<file path="src/gpio_pkg.sv">
// package: register map, field layouts and carriers for the gpio ports
package gpio_pkg;
   localparam int NUM_PORTS = 5;
   localparam int PORT_W = 8;
   localparam int NUM_KINDS = 6;
   localparam int IDX_W = 8;
   // register indices; byte address is four times the index
   localparam logic [7:0] IDX_PORT_ZERO_DATA = 8'h00;
   localparam logic [7:0] IDX_PORT_ONE_DATA = 8'h01;
   localparam logic [7:0] IDX_PORT_TWO_DATA = 8'h02;
   localparam logic [7:0] IDX_PORT_THREE_DATA = 8'h03;
   localparam logic [7:0] IDX_PORT_FOUR_DATA = 8'h04;
   // config index = IDX_CFG_BASE + kind * 8 + port
   localparam logic [7:0] IDX_CFG_BASE = 8'h10;
   localparam logic [7:0] IDX_ALT_SEL_ZERO = 8'h40;
   localparam logic [7:0] IDX_ALT_SEL_ONE = 8'h41;
   // config kinds, also the byte position inside port_cfg_t
   localparam logic [2:0] KIND_DRV_EN = 3'h0;
   localparam logic [2:0] KIND_PULL_UP = 3'h1;
   localparam logic [2:0] KIND_OPEN_DRAIN = 3'h2;
   localparam logic [2:0] KIND_TTL = 3'h3;
   localparam logic [2:0] KIND_ACT_LOW = 3'h4;
   localparam logic [2:0] KIND_INT_EN = 3'h5;
   localparam logic [2:0] KIND_LIMIT = 3'h6;
   localparam logic [2:0] PORT_LIMIT = 3'h5;
   localparam logic [7:0] DATA_RESET = 8'h00;
   localparam logic [7:0] CFG_RESET = 8'h00;
   localparam logic [7:0] PULL_UP_RESET = 8'hFF;
   localparam logic [7:0] PORT_FOUR_MASK = 8'h0F;
   localparam logic [7:0] FULL_MASK = 8'hFF;
   // alternate outputs: timer pins 6:5, clock out 1; serial pins 6:3
   localparam logic [7:0] ALT_ZERO_MASK = 8'h62;
   localparam logic [7:0] ALT_ONE_MASK = 8'h78;
   localparam logic [7:0] EXT_IRQ_MASK = 8'h1C;
   localparam int EXT_IRQ_LSB = 2;
   localparam int EXT_IRQ_N = 3;
   localparam int SHARED_N = 3;
   localparam logic [1:0] RESP_OKAY = 2'h0;
   localparam logic [1:0] RESP_SLVERR = 2'h2;

   typedef logic [NUM_PORTS-1:0][PORT_W-1:0] port_arr_t;
   typedef struct packed {
      logic [7:0] int_en;
      logic [7:0] act_low;
      logic [7:0] ttl;
      logic [7:0] open_drain;
      logic [7:0] pull_up;
      logic [7:0] drv_en;
   } port_cfg_t;
   typedef struct packed {
      port_arr_t out;
      port_arr_t oe;
      port_arr_t pull_up;
      port_arr_t ttl;
   } pad_drive_t;
   typedef struct packed {
      logic [7:0] p0_out;
      logic [7:0] p0_oe;
      logic [7:0] p1_out;
      logic [7:0] p1_oe;
   } alt_drive_t;
   typedef struct packed {
      logic ok;
      logic is_data;
      logic is_alt;
      logic [2:0] kind;
      logic [2:0] port;
   } dec_t;
endpackage : gpio_pkg

</file>
<file path="src/gpio_ports.sv">
// gpio ports: axi4-lite registers, pad control and pin interrupts
//
// Overview of operation
// - port zero data register, drives enabled pins
// - data reads return synchronised pin levels
// - port zero timer, irq, clock alternates
// - port one register, serial pins 6 to 3
// - ports two and three full 8 bits
// - port four only low nibble
// - reset: all inputs, pull-ups on
// - enabled interrupt works for input or output
// - disabled pin never interrupts, save the dedicated irq pins
// - interrupts are edge detected
// - shared irq re-arms after all inputs inactive
// - output pin driven active raises interrupt
// - act low bit flips interrupt polarity
// - dedicated irq pins: rising or falling edge
// - ttl threshold select, cmos at reset
// - open drain: one floats, zero drives low
// - driver enable turns output driver on
// - pull-up bit connects pin pull-up
// - dedicated irq pins feed controller directly
`timescale 1ns/100ps
module gpio_ports
   import gpio_pkg::*;
#(
   parameter int ADDR_W = 12
) (
   input wire logic clock,
   input wire logic rst_n,
   input wire logic [ADDR_W-1:0] s_axi_awaddr,
   input wire logic s_axi_awvalid,
   output logic s_axi_awready,
   input wire logic [31:0] s_axi_wdata,
   input wire logic [3:0] s_axi_wstrb,
   input wire logic s_axi_wvalid,
   output logic s_axi_wready,
   output logic [1:0] s_axi_bresp,
   output logic s_axi_bvalid,
   input wire logic s_axi_bready,
   input wire logic [ADDR_W-1:0] s_axi_araddr,
   input wire logic s_axi_arvalid,
   output logic s_axi_arready,
   output logic [31:0] s_axi_rdata,
   output logic [1:0] s_axi_rresp,
   output logic s_axi_rvalid,
   input wire logic s_axi_rready,
   input wire port_arr_t pad_in,
   output pad_drive_t pads,
   input wire alt_drive_t alt,
   output port_arr_t pin_level,
   output logic [EXT_IRQ_N-1:0] ext_irq,
   output logic [2*PORT_W-1:0] pin_irq,
   output logic [SHARED_N-1:0] shared_irq
);
   ////////////////////////////////////////////////////////////////////////
   // reset release
   logic rst_meta_n;
   logic rst_sync_n;
   always_ff @(posedge clock or negedge rst_n) begin
      if (!rst_n) begin
         rst_meta_n <= 1'b0;
         rst_sync_n <= 1'b0;
      end else begin
         rst_meta_n <= 1'b1;
         rst_sync_n <= rst_meta_n;
      end
   end

   ////////////////////////////////////////////////////////////////////////
   // decode
   function automatic dec_t decode(input logic [IDX_W-1:0] idx);
      logic [7:0] off;
      dec_t d;
      off = idx - IDX_CFG_BASE;
      d = '0;
      d.kind = off[5:3];
      d.port = off[2:0];
      if (idx <= IDX_PORT_FOUR_DATA) begin
         d.ok = 1'b1;
         d.is_data = 1'b1;
         d.port = idx[2:0];
      end else if (idx == IDX_ALT_SEL_ZERO || idx == IDX_ALT_SEL_ONE) begin
         d.ok = 1'b1;
         d.is_alt = 1'b1;
         d.port = idx[2:0];
      end else if (idx >= IDX_CFG_BASE && off[7:6] == 2'h0) begin
         d.ok = (off[5:3] < KIND_LIMIT) && (off[2:0] < PORT_LIMIT);
      end
      return d;
   endfunction : decode

   function automatic logic [7:0] port_mask(input logic [2:0] p);
      return (p == IDX_PORT_FOUR_DATA[2:0]) ? PORT_FOUR_MASK : FULL_MASK;
   endfunction : port_mask

   ////////////////////////////////////////////////////////////////////////
   // axi4-lite write channel
   logic [IDX_W-1:0] aw_idx;
   logic [7:0] w_byte;
   logic w_lane;
   dec_t wr_dec;
   logic wr_fire;
   assign wr_dec = decode(aw_idx);
   // both taken, response not yet out
   assign wr_fire = !s_axi_awready && !s_axi_wready && !s_axi_bvalid;

   always_ff @(posedge clock or negedge rst_sync_n) begin
      if (!rst_sync_n) begin
         s_axi_awready <= 1'b1;
         aw_idx <= '0;
      end else if (s_axi_awvalid && s_axi_awready) begin
         s_axi_awready <= 1'b0;
         aw_idx <= s_axi_awaddr[IDX_W+1:2];
      end else if (s_axi_bvalid && s_axi_bready) begin
         s_axi_awready <= 1'b1;
      end
   end

   always_ff @(posedge clock or negedge rst_sync_n) begin
      if (!rst_sync_n) begin
         s_axi_wready <= 1'b1;
         w_byte <= '0;
         w_lane <= 1'b0;
      end else if (s_axi_wvalid && s_axi_wready) begin
         s_axi_wready <= 1'b0;
         w_byte <= s_axi_wdata[7:0];
         w_lane <= s_axi_wstrb[0];
      end else if (s_axi_bvalid && s_axi_bready) begin
         s_axi_wready <= 1'b1;
      end
   end

   always_ff @(posedge clock or negedge rst_sync_n) begin
      if (!rst_sync_n) begin
         s_axi_bvalid <= 1'b0;
         s_axi_bresp <= RESP_OKAY;
      end else if (wr_fire) begin
         s_axi_bvalid <= 1'b1;
         s_axi_bresp <= wr_dec.ok ? RESP_OKAY : RESP_SLVERR;
      end else if (s_axi_bready) begin
         s_axi_bvalid <= 1'b0;
      end
   end

   ////////////////////////////////////////////////////////////////////////
   // registers
   port_arr_t data_q;
   port_cfg_t cfg [NUM_PORTS];
   logic [7:0] alt_sel [2];
   logic wr_en;
   assign wr_en = wr_fire && wr_dec.ok && w_lane;

   always_ff @(posedge clock or negedge rst_sync_n) begin
      if (!rst_sync_n) begin
         data_q <= {NUM_PORTS{DATA_RESET}};
      end else if (wr_en && wr_dec.is_data) begin
         // unwritable nibble of port four held at zero
         data_q[wr_dec.port] <= w_byte & port_mask(wr_dec.port);
      end
   end

   always_ff @(posedge clock or negedge rst_sync_n) begin
      if (!rst_sync_n) begin
         for (int p = 0; p < NUM_PORTS; p++) begin
            // inputs with pull-ups, cmos threshold
            cfg[p] <= '{int_en: CFG_RESET, act_low: CFG_RESET,
                        ttl: CFG_RESET, open_drain: CFG_RESET,
                        pull_up: PULL_UP_RESET, drv_en: CFG_RESET};
         end
      end else if (wr_en && !wr_dec.is_data && !wr_dec.is_alt) begin
         cfg[wr_dec.port][wr_dec.kind*PORT_W +: PORT_W] <=
            w_byte & port_mask(wr_dec.port);
      end
   end

   always_ff @(posedge clock or negedge rst_sync_n) begin
      if (!rst_sync_n) begin
         alt_sel[0] <= CFG_RESET;
         alt_sel[1] <= CFG_RESET;
      end else if (wr_en && wr_dec.is_alt) begin
         // only pins with an output alternate can be handed over
         alt_sel[wr_dec.port[0]] <= w_byte &
            (wr_dec.port[0] ? ALT_ONE_MASK : ALT_ZERO_MASK);
      end
   end

   ////////////////////////////////////////////////////////////////////////
   // pin synchronisers, two flops then a history flop
   port_arr_t s1;
   port_arr_t s2;
   port_arr_t s3;
   always_ff @(posedge clock or negedge rst_sync_n) begin
      if (!rst_sync_n) begin
         // idle pins sit at pull-up level; zero here faked an edge
         s1 <= '1;
         s2 <= '1;
         s3 <= '1;
      end else begin
         s1 <= pad_in;
         s2 <= s1;
         s3 <= s2;
      end
   end
   // timer, clock-in and serial inputs take these levels
   assign pin_level = s2;

   ////////////////////////////////////////////////////////////////////////
   // axi4-lite read channel
   dec_t rd_dec;
   logic [7:0] rd_byte;
   assign rd_dec = decode(s_axi_araddr[IDX_W+1:2]);
   always_comb begin
      rd_byte = '0;
      if (rd_dec.is_data) begin
         // live pin state, not the written value
         rd_byte = s2[rd_dec.port] & port_mask(rd_dec.port);
      end else if (rd_dec.is_alt) begin
         rd_byte = alt_sel[rd_dec.port[0]];
      end else if (rd_dec.ok) begin
         rd_byte = cfg[rd_dec.port][rd_dec.kind*PORT_W +: PORT_W];
      end
   end

   always_ff @(posedge clock or negedge rst_sync_n) begin
      if (!rst_sync_n) begin
         s_axi_arready <= 1'b1;
         s_axi_rvalid <= 1'b0;
         s_axi_rdata <= '0;
         s_axi_rresp <= RESP_OKAY;
      end else if (s_axi_arvalid && s_axi_arready) begin
         s_axi_arready <= 1'b0;
         s_axi_rvalid <= 1'b1;
         s_axi_rdata <= {24'h000000, rd_byte};
         s_axi_rresp <= rd_dec.ok ? RESP_OKAY : RESP_SLVERR;
      end else if (s_axi_rvalid && s_axi_rready) begin
         s_axi_rvalid <= 1'b0;
         s_axi_arready <= 1'b1;
      end
   end

   ////////////////////////////////////////////////////////////////////////
   // pad drive
   port_arr_t eff_data;
   port_arr_t eff_drv;
   always_comb begin
      for (int p = 0; p < NUM_PORTS; p++) begin
         eff_data[p] = data_q[p];
         eff_drv[p] = cfg[p].drv_en;
      end
      // alternates take over data and driver on selected bits
      eff_data[0] = (alt.p0_out & alt_sel[0]) | (data_q[0] & ~alt_sel[0]);
      eff_drv[0] = (alt.p0_oe & alt_sel[0]) | (cfg[0].drv_en & ~alt_sel[0]);
      eff_data[1] = (alt.p1_out & alt_sel[1]) | (data_q[1] & ~alt_sel[1]);
      eff_drv[1] = (alt.p1_oe & alt_sel[1]) | (cfg[1].drv_en & ~alt_sel[1]);
   end

   always_ff @(posedge clock or negedge rst_sync_n) begin
      if (!rst_sync_n) begin
         pads.out <= '0;
         pads.oe <= '0;
         pads.pull_up <= {NUM_PORTS{PULL_UP_RESET}};
         pads.ttl <= '0;
      end else begin
         for (int p = 0; p < NUM_PORTS; p++) begin
            // open drain never drives high
            pads.out[p] <= eff_data[p] & ~cfg[p].open_drain;
            pads.oe[p] <= eff_drv[p] & port_mask(3'(p)) &
               ~(cfg[p].open_drain & eff_data[p]);
            pads.pull_up[p] <= cfg[p].pull_up;
            pads.ttl[p] <= cfg[p].ttl;
         end
      end
   end

   ////////////////////////////////////////////////////////////////////////
   // pin interrupts
   // pin level is used whether the pin is input or output
   port_arr_t act;
   port_arr_t act_prev;
   port_arr_t edge_hit;
   logic [SHARED_N-1:0] any_act;
   logic [SHARED_N-1:0] any_prev;
   always_comb begin
      for (int p = 0; p < NUM_PORTS; p++) begin
         act[p] = s2[p] ^ cfg[p].act_low;
         act_prev[p] = s3[p] ^ cfg[p].act_low;
         edge_hit[p] = act[p] & ~act_prev[p] & cfg[p].int_en;
      end
      for (int i = 0; i < SHARED_N; i++) begin
         any_act[i] = |(act[i+2] & cfg[i+2].int_en);
      end
   end

   always_ff @(posedge clock or negedge rst_sync_n) begin
      if (!rst_sync_n) begin
         any_prev <= '0;
         shared_irq <= '0;
      end else begin
         any_prev <= any_act;
         // one request per wave of inputs going active
         shared_irq <= any_act & ~any_prev;
      end
   end

   always_ff @(posedge clock or negedge rst_sync_n) begin
      if (!rst_sync_n) begin
         pin_irq <= '0;
         ext_irq <= '0;
      end else begin
         pin_irq <= {edge_hit[1], edge_hit[0] & ~EXT_IRQ_MASK};
         // own vectors, gated in the interrupt controller
         ext_irq <= act[0][EXT_IRQ_LSB +: EXT_IRQ_N] &
            ~act_prev[0][EXT_IRQ_LSB +: EXT_IRQ_N];
      end
   end
endmodule : gpio_ports

</file>
<file path="config.mk">
export PLATFORM = sky130hd
export DESIGN_NAME = gpio_ports
export DESIGN_NICKNAME = d
export VERILOG_FILES = /design/src/gpio_pkg.sv /design/src/gpio_ports.sv
export SDC_FILE = /design/constraint.sdc
export NUM_CORES = 1
export LEC_CHECK = 0
export ABC_AREA = 1
export BUFFER_PORTS_ARGS = -buffer_cell sky130_fd_sc_hd__buf_4
export CAP_MARGIN = 25
export CORE_UTILIZATION = 58
export CTS_BUF_LIST = sky130_fd_sc_hd__clkbuf_8
export DETAILED_ROUTE_END_ITERATION = 10
export MAX_ROUTING_LAYER = met4
export PLACE_DENSITY_LB_ADDON = 0.15
export REMOVE_ABC_BUFFERS = 1
export SLEW_MARGIN = 5
export SYNTH_ARGS = -nofsm -noshare
export SYNTH_HDL_FRONTEND = slang
export SYNTH_SLANG_ARGS = --single-unit
</file>
<file path="constraint.sdc">
create_clock -name clock -period 19.5 [get_ports clock]
set_input_delay 3.9 -clock clock [delete_from_list [all_inputs] [get_ports clock]]
set_output_delay 3.9 -clock clock [all_outputs]
set_load 0.01 [all_outputs]
</file>
==> flow_summary.toml, run 1 <==
[outcome]
status = "complete, no violations"

[yosys]
syn_avg_cell_area_um2 = 9.311
synth-simple-area-share = 0.1962
synth_compound_area_frac = 0.1040
ys_types = 48
synth_area_um2 = 24540
ys_warn_count = 0
synthMuxAreaShare = 0.003110
synth_top_family_by_area = "simple AND/OR/NAND/NOR gates"
postSynthCellCount = 2636
ys_seq_area_frac = 0.6188
ys_ff_latch = 598
synthAdderAreaFrac = 0.005098
synth_xor_area_frac = 0.001427

[timing]
fin_crit_ns = 6.559
skew_ns = 0.03593
finalCritPeriodShare = 0.3364
slew_headroom = 0.2402
rsz0062_at_grt = "false"
maxSlewViolCount = 0
tns_ns = 0
hold_violations = 0
max_freq_mhz = 152.5
tightest_slew_ns = 1.137
setup_viol = 0

[routing]
wl_mm = 70.99
num_vias = 19927
routed.top_layer = "met4"
wl_met1_mm = 28.97
wl_met3_mm = 6.636
vias_per_cell = 5.540
drtIter0Drc = 1950
post_drt_wl_per_cell_um = 19.74
first_pass_iters = 6
remaining_drc_errors = 0
ant_nets = 0
met2_length_mm = 32.32

[pwr]
p_leak_uw = 0.01429
power_density_nw_per_um2 = 103.1
peakVddDrop_mv = 0.08090

[global_routing]
antenna_found_initial = 2
grt_first_pass_wirelength_mm = 110.0
overflow = 0
grt_max_degree = 86
track_usage = 0.3444
grt_pass1_vias = 19291

[floorplanning]
rows = 74
start_util = 0.5944
die_h_um = 207.7
core_um2 = 41290
ios = 402
dieArea_um2 = 43140
die_w_um = 207.7

[setup_path]
worstPathArrival_ns = 7.10
cp-start-kind = "input pin"
cpMostUsedCell = "nand2_1"
crit_chain = "buf_4, inv_1, buf_4, nand2_1, or2_2, nand4_1, nand2_1, a21oi_1, nor2_1, nand2_1, a21oi_1"
path_max_fanout = 57
critPathTopFamily = "simple AND/OR/NAND/NOR gates"
cp_slowest_cell = "nand2_1"
worst_setup_path_end_kind = "register"
cpPeakStageDelay_ns = 0.90
path_class = "input pin to register"
crit_buf_inv = 3
cp.required_ns = 20.04

[cts]
cts_made_buffers = 94
post_cts_buffers = 0
clockBufferDepth = 3
ctsHtreeMaxLevel = 3
post_cts_resized = 0
cts_tree = "done"
clk_latency_ns = 0.68
clk_pin_slew_ns = 0.06
cts_hold_buf = 0
clkSinkCount = 598
cts_root_buf = "clkbuf_8"

[finish]
drive_gt1_frac = 0.2369
synthToLayoutAreaGrowth_pct = 18.95
nNetsFinal = 3131
final_cells = 3597
final_core_util = 0.7070

[placement]
hpwl_mm = 49.29
place_congestion = 0.9402
dp_cells = 3413
port-buffer-count = 321

[worst_hold_path]
hold_class = "register to asynchronous set/reset pin"

[flow_run]
cap_violations = 0
## registers in the layout (all words and copies together) (netlist names)
register and cells:
rst_sync_n 1, w_lane 1, s3 16, shared_irq 3, pads 156, s_axi_bvalid 1
s_axi_rvalid 1, data_q 40, s1 40, s_axi_wready 1, any_prev 3, aw_idx 8
w_byte 8, s_axi_awready 1, s_axi_bresp 1, ext_irq 3, s_axi_rresp 1, pin_level 40
cfg 240, rst_meta_n 1, pin_irq 13, alt_sel 10, s_axi_arready 1, s_axi_rdata 8
## report_power, final
part | switching [uW] | leakage, uW | internal, uW
Clock | 492 | 0.00114 | 572
Sequential | 68.1 | 0.00719 | 1320
Combinational | 417 | 0.00595 | 142
## final cells by class
cell class / count / area [um^2]
sequential: 598 / 15190
fill: 3189 / 12100
clock inverter: 61 / 354.1
antenna: 4 / 10.01
multi-input combinational: 1686 / 7732
timing repair buffer: 344 / 2703
clock buffer: 114 / 1569
inverter: 258 / 968.4
tap: 532 / 665.6
## cell usage after synthesis (all sizes together)
master,n,area share
o31ai,1,0.00031
conb,2,0.00031
xnor2,3,0.0011
nor2,236,0.039
nand4,23,0.0065
o21ai,347,0.071
o221ai,4,0.0014
or2,10,0.0025
dfstp,179,0.19
nor3,16,0.0039
mux2i,2,0.00082
a22oi,6,0.0018
nand2,741,0.12
nor4,2,0.0010
a211oi,6,0.0018
ha,10,0.0051
xor2,1,0.00036
a21o,1,0.00031
a31oi,1,0.00026
a221oi,2,0.00071
buf,98,0.027
a32oi,1,0.00036
nand3,114,0.024
clkinv,1,0.00015
clkbuf,28,0.0043
mux2,5,0.0023
a21boi,15,0.0046
a21oi,89,0.018
nor2b,3,0.00076
and3b,2,0.00071
o211ai,9,0.0028
inv,257,0.039
o2111ai,2,0.00071
dfrtp,419,0.43
## cells by family (layout without fill, tap and decap cells)
group / after synthesis / in the layout
DFF: 598 / 598
other: 2 / 38
muxes: 7 / 7
adders and majority gates: 10 / 10
xor gates and xnor gates: 4 / 4
and+or+nand+nor: 1147 / 1147
buffers and inverters: 384 / 777
AOI/OAI and AO/OA: 484 / 484
## layout by cell type (no fill, tap or decap), drive strengths merged
cell        n
a31oi       1
clkbuf    114
o31ai       1
mux2        5
nor4        2
conb       34
buf       344
clkinvlp    2
mux2i       2
a21o        1
nor2b       3
o221ai      4
a211oi      6
dfrtp     419
ha         10
nor3       16
or2        10
inv       302
o21ai     347
nand4      23
xnor2       3
a22oi       6
o211ai      9
diode       4
dfstp     179
a32oi       1
nor2      236
clkinv     12
xor2        1
a221oi      2
and3b       2
o2111ai     2
bufinv      3
a21oi      89
a21boi     15
nand3     114
nand2     741
## stage by stage
stage | hold slack (ns) | total power, uW | worst slack (ns) | instance area [um^2]
floorplan | 0.3312 | 1691 | 1.911 | 23890
global placement | 0.3257 | 1932 | 12.42 | 27090
detailed placement | 0.3301 | 1948 | 12.42 | 27120
CTS | 0.3231 | 3008 | 13.14 | 29050
global route | 0.3436 | 3128 | 12.88 | 29190
finish | 0.3121 | 3011 | 12.94 | 29190
## metal layers
| layer | vias up | track usage |
|---|---|---|
| li1 | 9077 | - |
| met1 | 9586 | 0.4632 |
| met2 | 1070 | 0.5140 |
| met3 | 194 | 0.06263 |
| met4 | 0 | 0.1573 |
| met5 | - | - |
## worst reg2reg max path, stage by stage, from the launching register on
cell and delay, ns:
dfrtp_1 0.79, inv_2 0.19, ha_1 0.26, ha_1 0.53
inv_1 0.21, nor2_4 0.17, inv_2 0.08, nor2_1 0.79
nand2_1 0.38, o21ai_0 0.28
## path summary, 6_finish.rpt
kind | startpoint | endpoint | slack (ns) | depth (start not counted)
worst max-delay path | s_axi_araddr[2] | s_axi_rdata[2] | 12.94 | 11
worst max register to register | aw_idx[3] | cfg[64] | 15.71 | 9
min in group clock | s1[37] | pin_level[37] | 0.34 | 0
worst min register to register | rst_sync_n | w_byte[4] | 0.31 | 0
worst min-delay path | rst_sync_n | w_byte[4] | 0.31 | 0
max in group asynchronous | rst_sync_n | pads[4] | 16.39 | 5
Note: power is estimated with default switching activity, not from simulation.
==> inputs of run 2 (changes only) <==
Settings changed: CORE_UTILIZATION 58 to 53.
Clock period 19.5 ns to 6 ns, I/O delays scaled along.
==> run 2 against run 1 <==
Die area is 9.3% higher; final cell count is 1.7% higher; hold slack worse by 0.015 ns; sequential power grew to 3.3 times the previous value; register-to-register slack worse by 13 ns; critical path type is now register to register.
==> flow_summary.toml, run 2 (synthesis gave the netlist of run 1 again) <==
[finish]
largest_register = "cfg"
largest_registers = "cfg x240, pads x156"
fillerInstances = 3792
multi_input_area_um2 = 7732
drive_gt1_frac = 0.2393
final_cells = 3657
largest_register_ffs = 240
synthToLayoutAreaGrowth_pct = 19.56
ff_latch_area_um2 = 15190
final_common_cell = "nand2_1"
nNetsFinal = 3128
final_cell_mix = "717 x nand2_1, 418 x dfrtp_1, 334 x buf_4"

[outcome]
status = "complete, no violations"

[global_routing]
track_usage = 0.3190
grt_first_pass_wirelength_mm = 109.7
grt_pass1_vias = 18868
overflow = 0
grt_max_degree = 181
antenna_found_initial = 2

[setup_path]
r2r_slack_ns = 2.33
r2r_end = "cfg[57]"
cp.required_ns = 6.58
path_max_fanout = 21
cp-start-kind = "register"
worst_setup_path_end_kind = "register"
path_class = "register to register"
rr_startpoint = "aw_idx[3]"
critPathCapture = "cfg[57]"
critical_path.startpoint = "aw_idx[3]"
worstPathArrival_ns = 4.24
ff2ff_path_depth = 9

[placement]
place_congestion = 0.9452
port-buffer-count = 321
dp_cells = 3480
hpwl_mm = 50.49

[timing]
max_freq_mhz = 272.8
slew_headroom = 0.2692
hold_slack_ns = 0.2968
skew_ns = 0.04548
maxSlewViolCount = 0
finalCritPeriodShare = 0.6109
setup_viol = 0
fin_crit_ns = 3.665
rsz0062_at_grt = "false"
tightest_slew_ns = 1.096
hold_violations = 0

[flow_run]
cap_violations = 0

[cts]
post_cts_resized = 0
cts_hold_buf = 0
clkSinkCount = 598
post_cts_buffers = 0
ctsHtreeMaxLevel = 3
cts_tree = "done"
cts_root_buf = "clkbuf_8"
clk_latency_ns = 0.71
cts_made_buffers = 96
clockBufferDepth = 3
clk_pin_slew_ns = 0.06

[floorplanning]
core_um2 = 45480
start_util = 0.5397
ios = 402
die_h_um = 217.2
dieArea_um2 = 47170
rows = 78
die_w_um = 217.2

[routing]
first_pass_iters = 6
remaining_drc_errors = 0
drtIter0Drc = 1842
vias_per_cell = 5.371
post_drt_wl_per_cell_um = 19.59
num_vias = 19642
ant_nets = 0
wl_mm = 71.63

[pwr]
power_density_nw_per_um2 = 342.0
peakVddDrop_mv = 0.3453
p_leak_uw = 0.01428

[worst_hold_path]
hold_class = "input pin to asynchronous set/reset pin"
run 2: cell types whose count changed in the layout (fill, tap and decap cells not counted):
| cell | delta |
|---|---|
| inv_1 | -14 |
| bufinv_16 | +4 |
| inv_6 | -2 |
| buf_16 | -5 |
| diode_2 | -2 |
| inv_8 | -1 |
| buf_4 | -4 |
| clkinv_2 | +3 |
| clkbuf_8 | +7 |
| clkinv_1 | +2 |
| buf_12 | +4 |
run 2: per-layer routing:
metal,wire length [um],global-route usage,vias up,part of all wire
met5,0,-,-,0
met1,30620,0.4399,9458,0.43
met3,5821,0.05157,162,0.081
met2,32800,0.4748,976,0.46
li1,-,-,9046,-
met4,2383,0.1270,0,0.033
run 2: how the worst min path moves through the flow:
stage	startpoint	end	slack [ns]	depth (start not counted)
6_report	rst_n	rst_sync_n	0.30	1
2_1_floorplan	rst_meta_n	rst_sync_n	0.33	0
3_5_place_dp	rst_meta_n	rst_sync_n	0.34	0
5_1_grt	rst_n	rst_sync_n	0.27	1
4_1_cts	rst_n	rst_sync_n	0.25	1
3_3_place_gp	rst_meta_n	rst_sync_n	0.34	0
run 2: layout make-up:
cell class	instances	area share
sequential	598	0.5177
multi-input combinational	1686	0.2635
timing repair buffer	339	0.08911
clock buffer	121	0.05675
inverter	258	0.03300
tap	600	0.02558
clock inverter	53	0.01416
antenna	2	0.0001706
run 2: critical path: stages, from the launching register on:
cell and delay [ns]:
dfrtp_1 0.78, inv_2 0.18, ha_1 0.26, ha_1 0.52
inv_1 0.22, nor2_4 0.18, inv_2 0.08, nor2_1 0.74
nand2_1 0.35, o21ai_0 0.25
run 2: power by group:
| part | switching (uW) | internal, uW | total (uW) |
|---|---|---|---|
| sequential | 229 | 4290 | 4520 |
| clock | 1600 | 2110 | 3720 |
| combinational | 1350 | 454 | 1800 |
run 2: per-stage QoR:
stage | instance area (um^2) | total power (uW) | setup TNS [ns] | util | setup slack, ns
CTS | 29310 | 10050 | 0 | 0.6445 | 2.415
floorplan | 23890 | 5495 | -6003.12 | - | -11.59
global route | 29340 | 10450 | 0 | 0.6452 | 2.032
finish | 29340 | 10040 | 0 | 0.6452 | 2.335
global placement | 27230 | 6300 | 0 | 0.5988 | 1.868
detailed placement | 27230 | 6342 | 0 | 0.5988 | 1.813
==> inputs of run 3 (changes only) <==
Settings changed: ABC_AREA 1 to 0.
Clock period 6 ns to 3.1 ns, I/O delays scaled along.
==> run 3 against run 2 <==
Register-to-register slack worse by 2.2 ns; clock power up 75%; area after synthesis shrank 1.9%; routed wire length fell by 4.0%; hold slack got worse by 0.24 ns; final cell count down 22%; critical path depth decreased by 1; flip-flop and latch count stayed put; via count decreased by 19%; clock skew decreased by 0.012 ns; die area fell by 1.9%; critical endpoint is now cfg[114].
==> flow_summary.toml, run 3 <==
[outcome]
status = "complete, no violations"

[floorplanning]
ios = 402
core_um2 = 44510
start_util = 0.5411
die_h_um = 215.2
dieArea_um2 = 46300
rows = 77
die_w_um = 215.2

[global_routing]
grt_first_pass_wirelength_mm = 103.7
track_usage = 0.3126
antenna_found_initial = 0
grt_max_degree = 130
grt_pass1_vias = 16811
overflow = 0

[yosys]
synth_ff_type = "dfrtp_1"
ys_seq_area_frac = 0.6307
synth_area_leaders = "dfrtp_1 44%, dfstp_2 20%, mux2_2 13%, mux4_2 2.8%, mux2i_1 1.6%"
synth-edff-count = 0
async_flop_share = 1.000
ys_warn_count = 0
ys_types = 72
postSynthCellCount = 1693
synth_area_um2 = 24080
synth.most_common_cell = "dfrtp_1"
synth_common_cells = "419 x dfrtp_1, 287 x mux2_2, 179 x dfstp_2"
ys_ff_latch = 598
synth_top_cell_area_share = 0.4354
syn_avg_cell_area_um2 = 14.23
yosys.area.top_type = "dfrtp_1"

[timing]
tightest_slew_ns = 1.115
hold_violations = 0
fin_crit_ns = 2.920
setup_viol = 0
slew_headroom = 0.2568
maxSlewViolCount = 0
skew_ns = 0.03355
max_freq_mhz = 342.5
rsz0062_at_grt = "false"
finalCritPeriodShare = 0.9418
setup_ws_ns = 0.1805

[finish]
drive_gt1_frac = 0.4838
largest_register = "cfg"
synthToLayoutAreaGrowth_pct = 23.69
largest_registers = "cfg x240, pads x156"
largest_register_ffs = 240
nNetsFinal = 2318
final_cell_mix = "421 x buf_4, 418 x dfrtp_1, 287 x mux2_2"
final_common_cell = "buf_4"
final_cells = 2840
final_core_util = 0.6693

[pwr]
peakVddDrop_mv = 0.4154
p_leak_uw = 0.01458
power_density_nw_per_um2 = 648.2

[setup_path]
path_max_fanout = 8
cp.required_ns = 3.66
cpPeakStageDelay_ns = 0.62
path_class = "register to register"
crit_chain = "inv_1, ha_1, ha_1, inv_1, nor3_4, nand3_1, or3_1, mux2_1"
cp_slowest_cell = "or3_1"
cp-start-kind = "register"
rr_startpoint = "aw_idx[5]"
r2r_slack_ns = 0.18
worstPathArrival_ns = 3.47
ff2ff_path_depth = 8
r2r_end = "cfg[114]"
worst_setup_path_end_kind = "register"

[cts]
cts_tree = "done"
post_cts_resized = 0
clk_latency_ns = 0.69
cts_hold_buf = 10
ctsHtreeMaxLevel = 3
cts_root_buf = "clkbuf_8"
cts_made_buffers = 95
clockBufferDepth = 3
clk_pin_slew_ns = 0.07
clkSinkCount = 598
post_cts_buffers = 0

[routing]
post_drt_wl_per_cell_um = 24.20
wl_mm = 68.74
first_pass_iters = 5
ant_nets = 0
num_vias = 15963
vias_per_cell = 5.621
drtIter0Drc = 1359
remaining_drc_errors = 0

[worst_hold_path]
min_path_cells = 1
hold_path_end = "s1[33]"
hold_start = "pad_in[33]"
hold_class = "input pin to register"

[placement]
dp_cells = 2651
hpwl_mm = 50.27
place_congestion = 0.9687
port-buffer-count = 321
dpl_worst_slack_ns = 0.1951

[flow_run]
cap_violations = 0
## run 3: cell types whose count changed after synthesis, sizes merged, moves of 69 or more
cell   change
o21ai    -293
a21oi     -69
nor2     -165
nand2    -641
mux2     +308
inv      -243
nand3     -93
## run 3: worst max path at each step
stage / from / endpoint / cells past startpoint
final: aw_idx[5] / cfg[114] / 8
after global placement: aw_idx[5] / cfg[114] / 8
after global routing: aw_idx[5] / cfg[119] / 8
after floorplan: rst_sync_n / alt_sel[11] / 0
after CTS: aw_idx[4] / cfg[113] / 7
after detailed placement: aw_idx[4] / cfg[113] / 7
## run 3: area by class of cell
| class | count | area (um^2) |
|---|---|---|
| Antenna cell | 1 | 2.502 |
| Multi-Input combinational cell | 1017 | 8466 |
| Clock inverter | 60 | 297.8 |
| Tap cell | 592 | 740.7 |
| Sequential cell | 598 | 15190 |
| Fill cell | 3354 | 14720 |
| Clock buffer | 115 | 1583 |
| Inverter | 15 | 56.30 |
| Timing Repair Buffer | 442 | 3451 |
## run 3: per-stage QoR
step	power, uW	TNS, ns	area [um^2]	hold WS, ns
global route	20120	0	29790	0.001880
detailed placement	12880	0	27780	0.2045
global placement	12810	0	27780	0.2001
floorplan	10880	-7731.52	23710	0.3244
finish	19310	0	29790	0.05280
CTS	19410	0	29760	0.0004133
## run 3: kinds of logic (layout without fill, tap and decap cells)
logic type	count (synthesis)	in the layout	synth area share
compound gates	199	199	0.05824
xor+xnor	24	24	0.008728
fa+ha+maj	10	10	0.005195
buf+inv	110	632	0.02302
flops	598	598	0.6307
mux	382	382	0.1906
other cells	2	35	0.0003118
simple gates	368	368	0.08323
## run 3: metal layers
| layer | global-route usage | up-vias | routed length (um) |
|---|---|---|---|
| met2 | 0.4939 | 591 | 33800 |
| met1 | 0.3967 | 8270 | 27940 |
| met3 | 0.06426 | 139 | 4407 |
| met5 | - | - | 0 |
| met4 | 0.1246 | 0 | 2596 |
| li1 | - | 6963 | - |
## run 3: where the power goes
group          internal, uW  total, uW  switching (uW)
clock                  3450       6510            3050
sequential             8490       9220             729
combinational          1370       3580            2210
total                 13300      19300            5990
## run 3: worst max-delay path: cells and delay by family, from the launching register on
kind | cells | cell delay, ns
and+or+nand+nor | 3 | 1.20
adders and majority gates | 2 | 0.56
DFF | 1 | 0.40
muxes | 1 | 0.39
buffers and inverters | 2 | 0.23
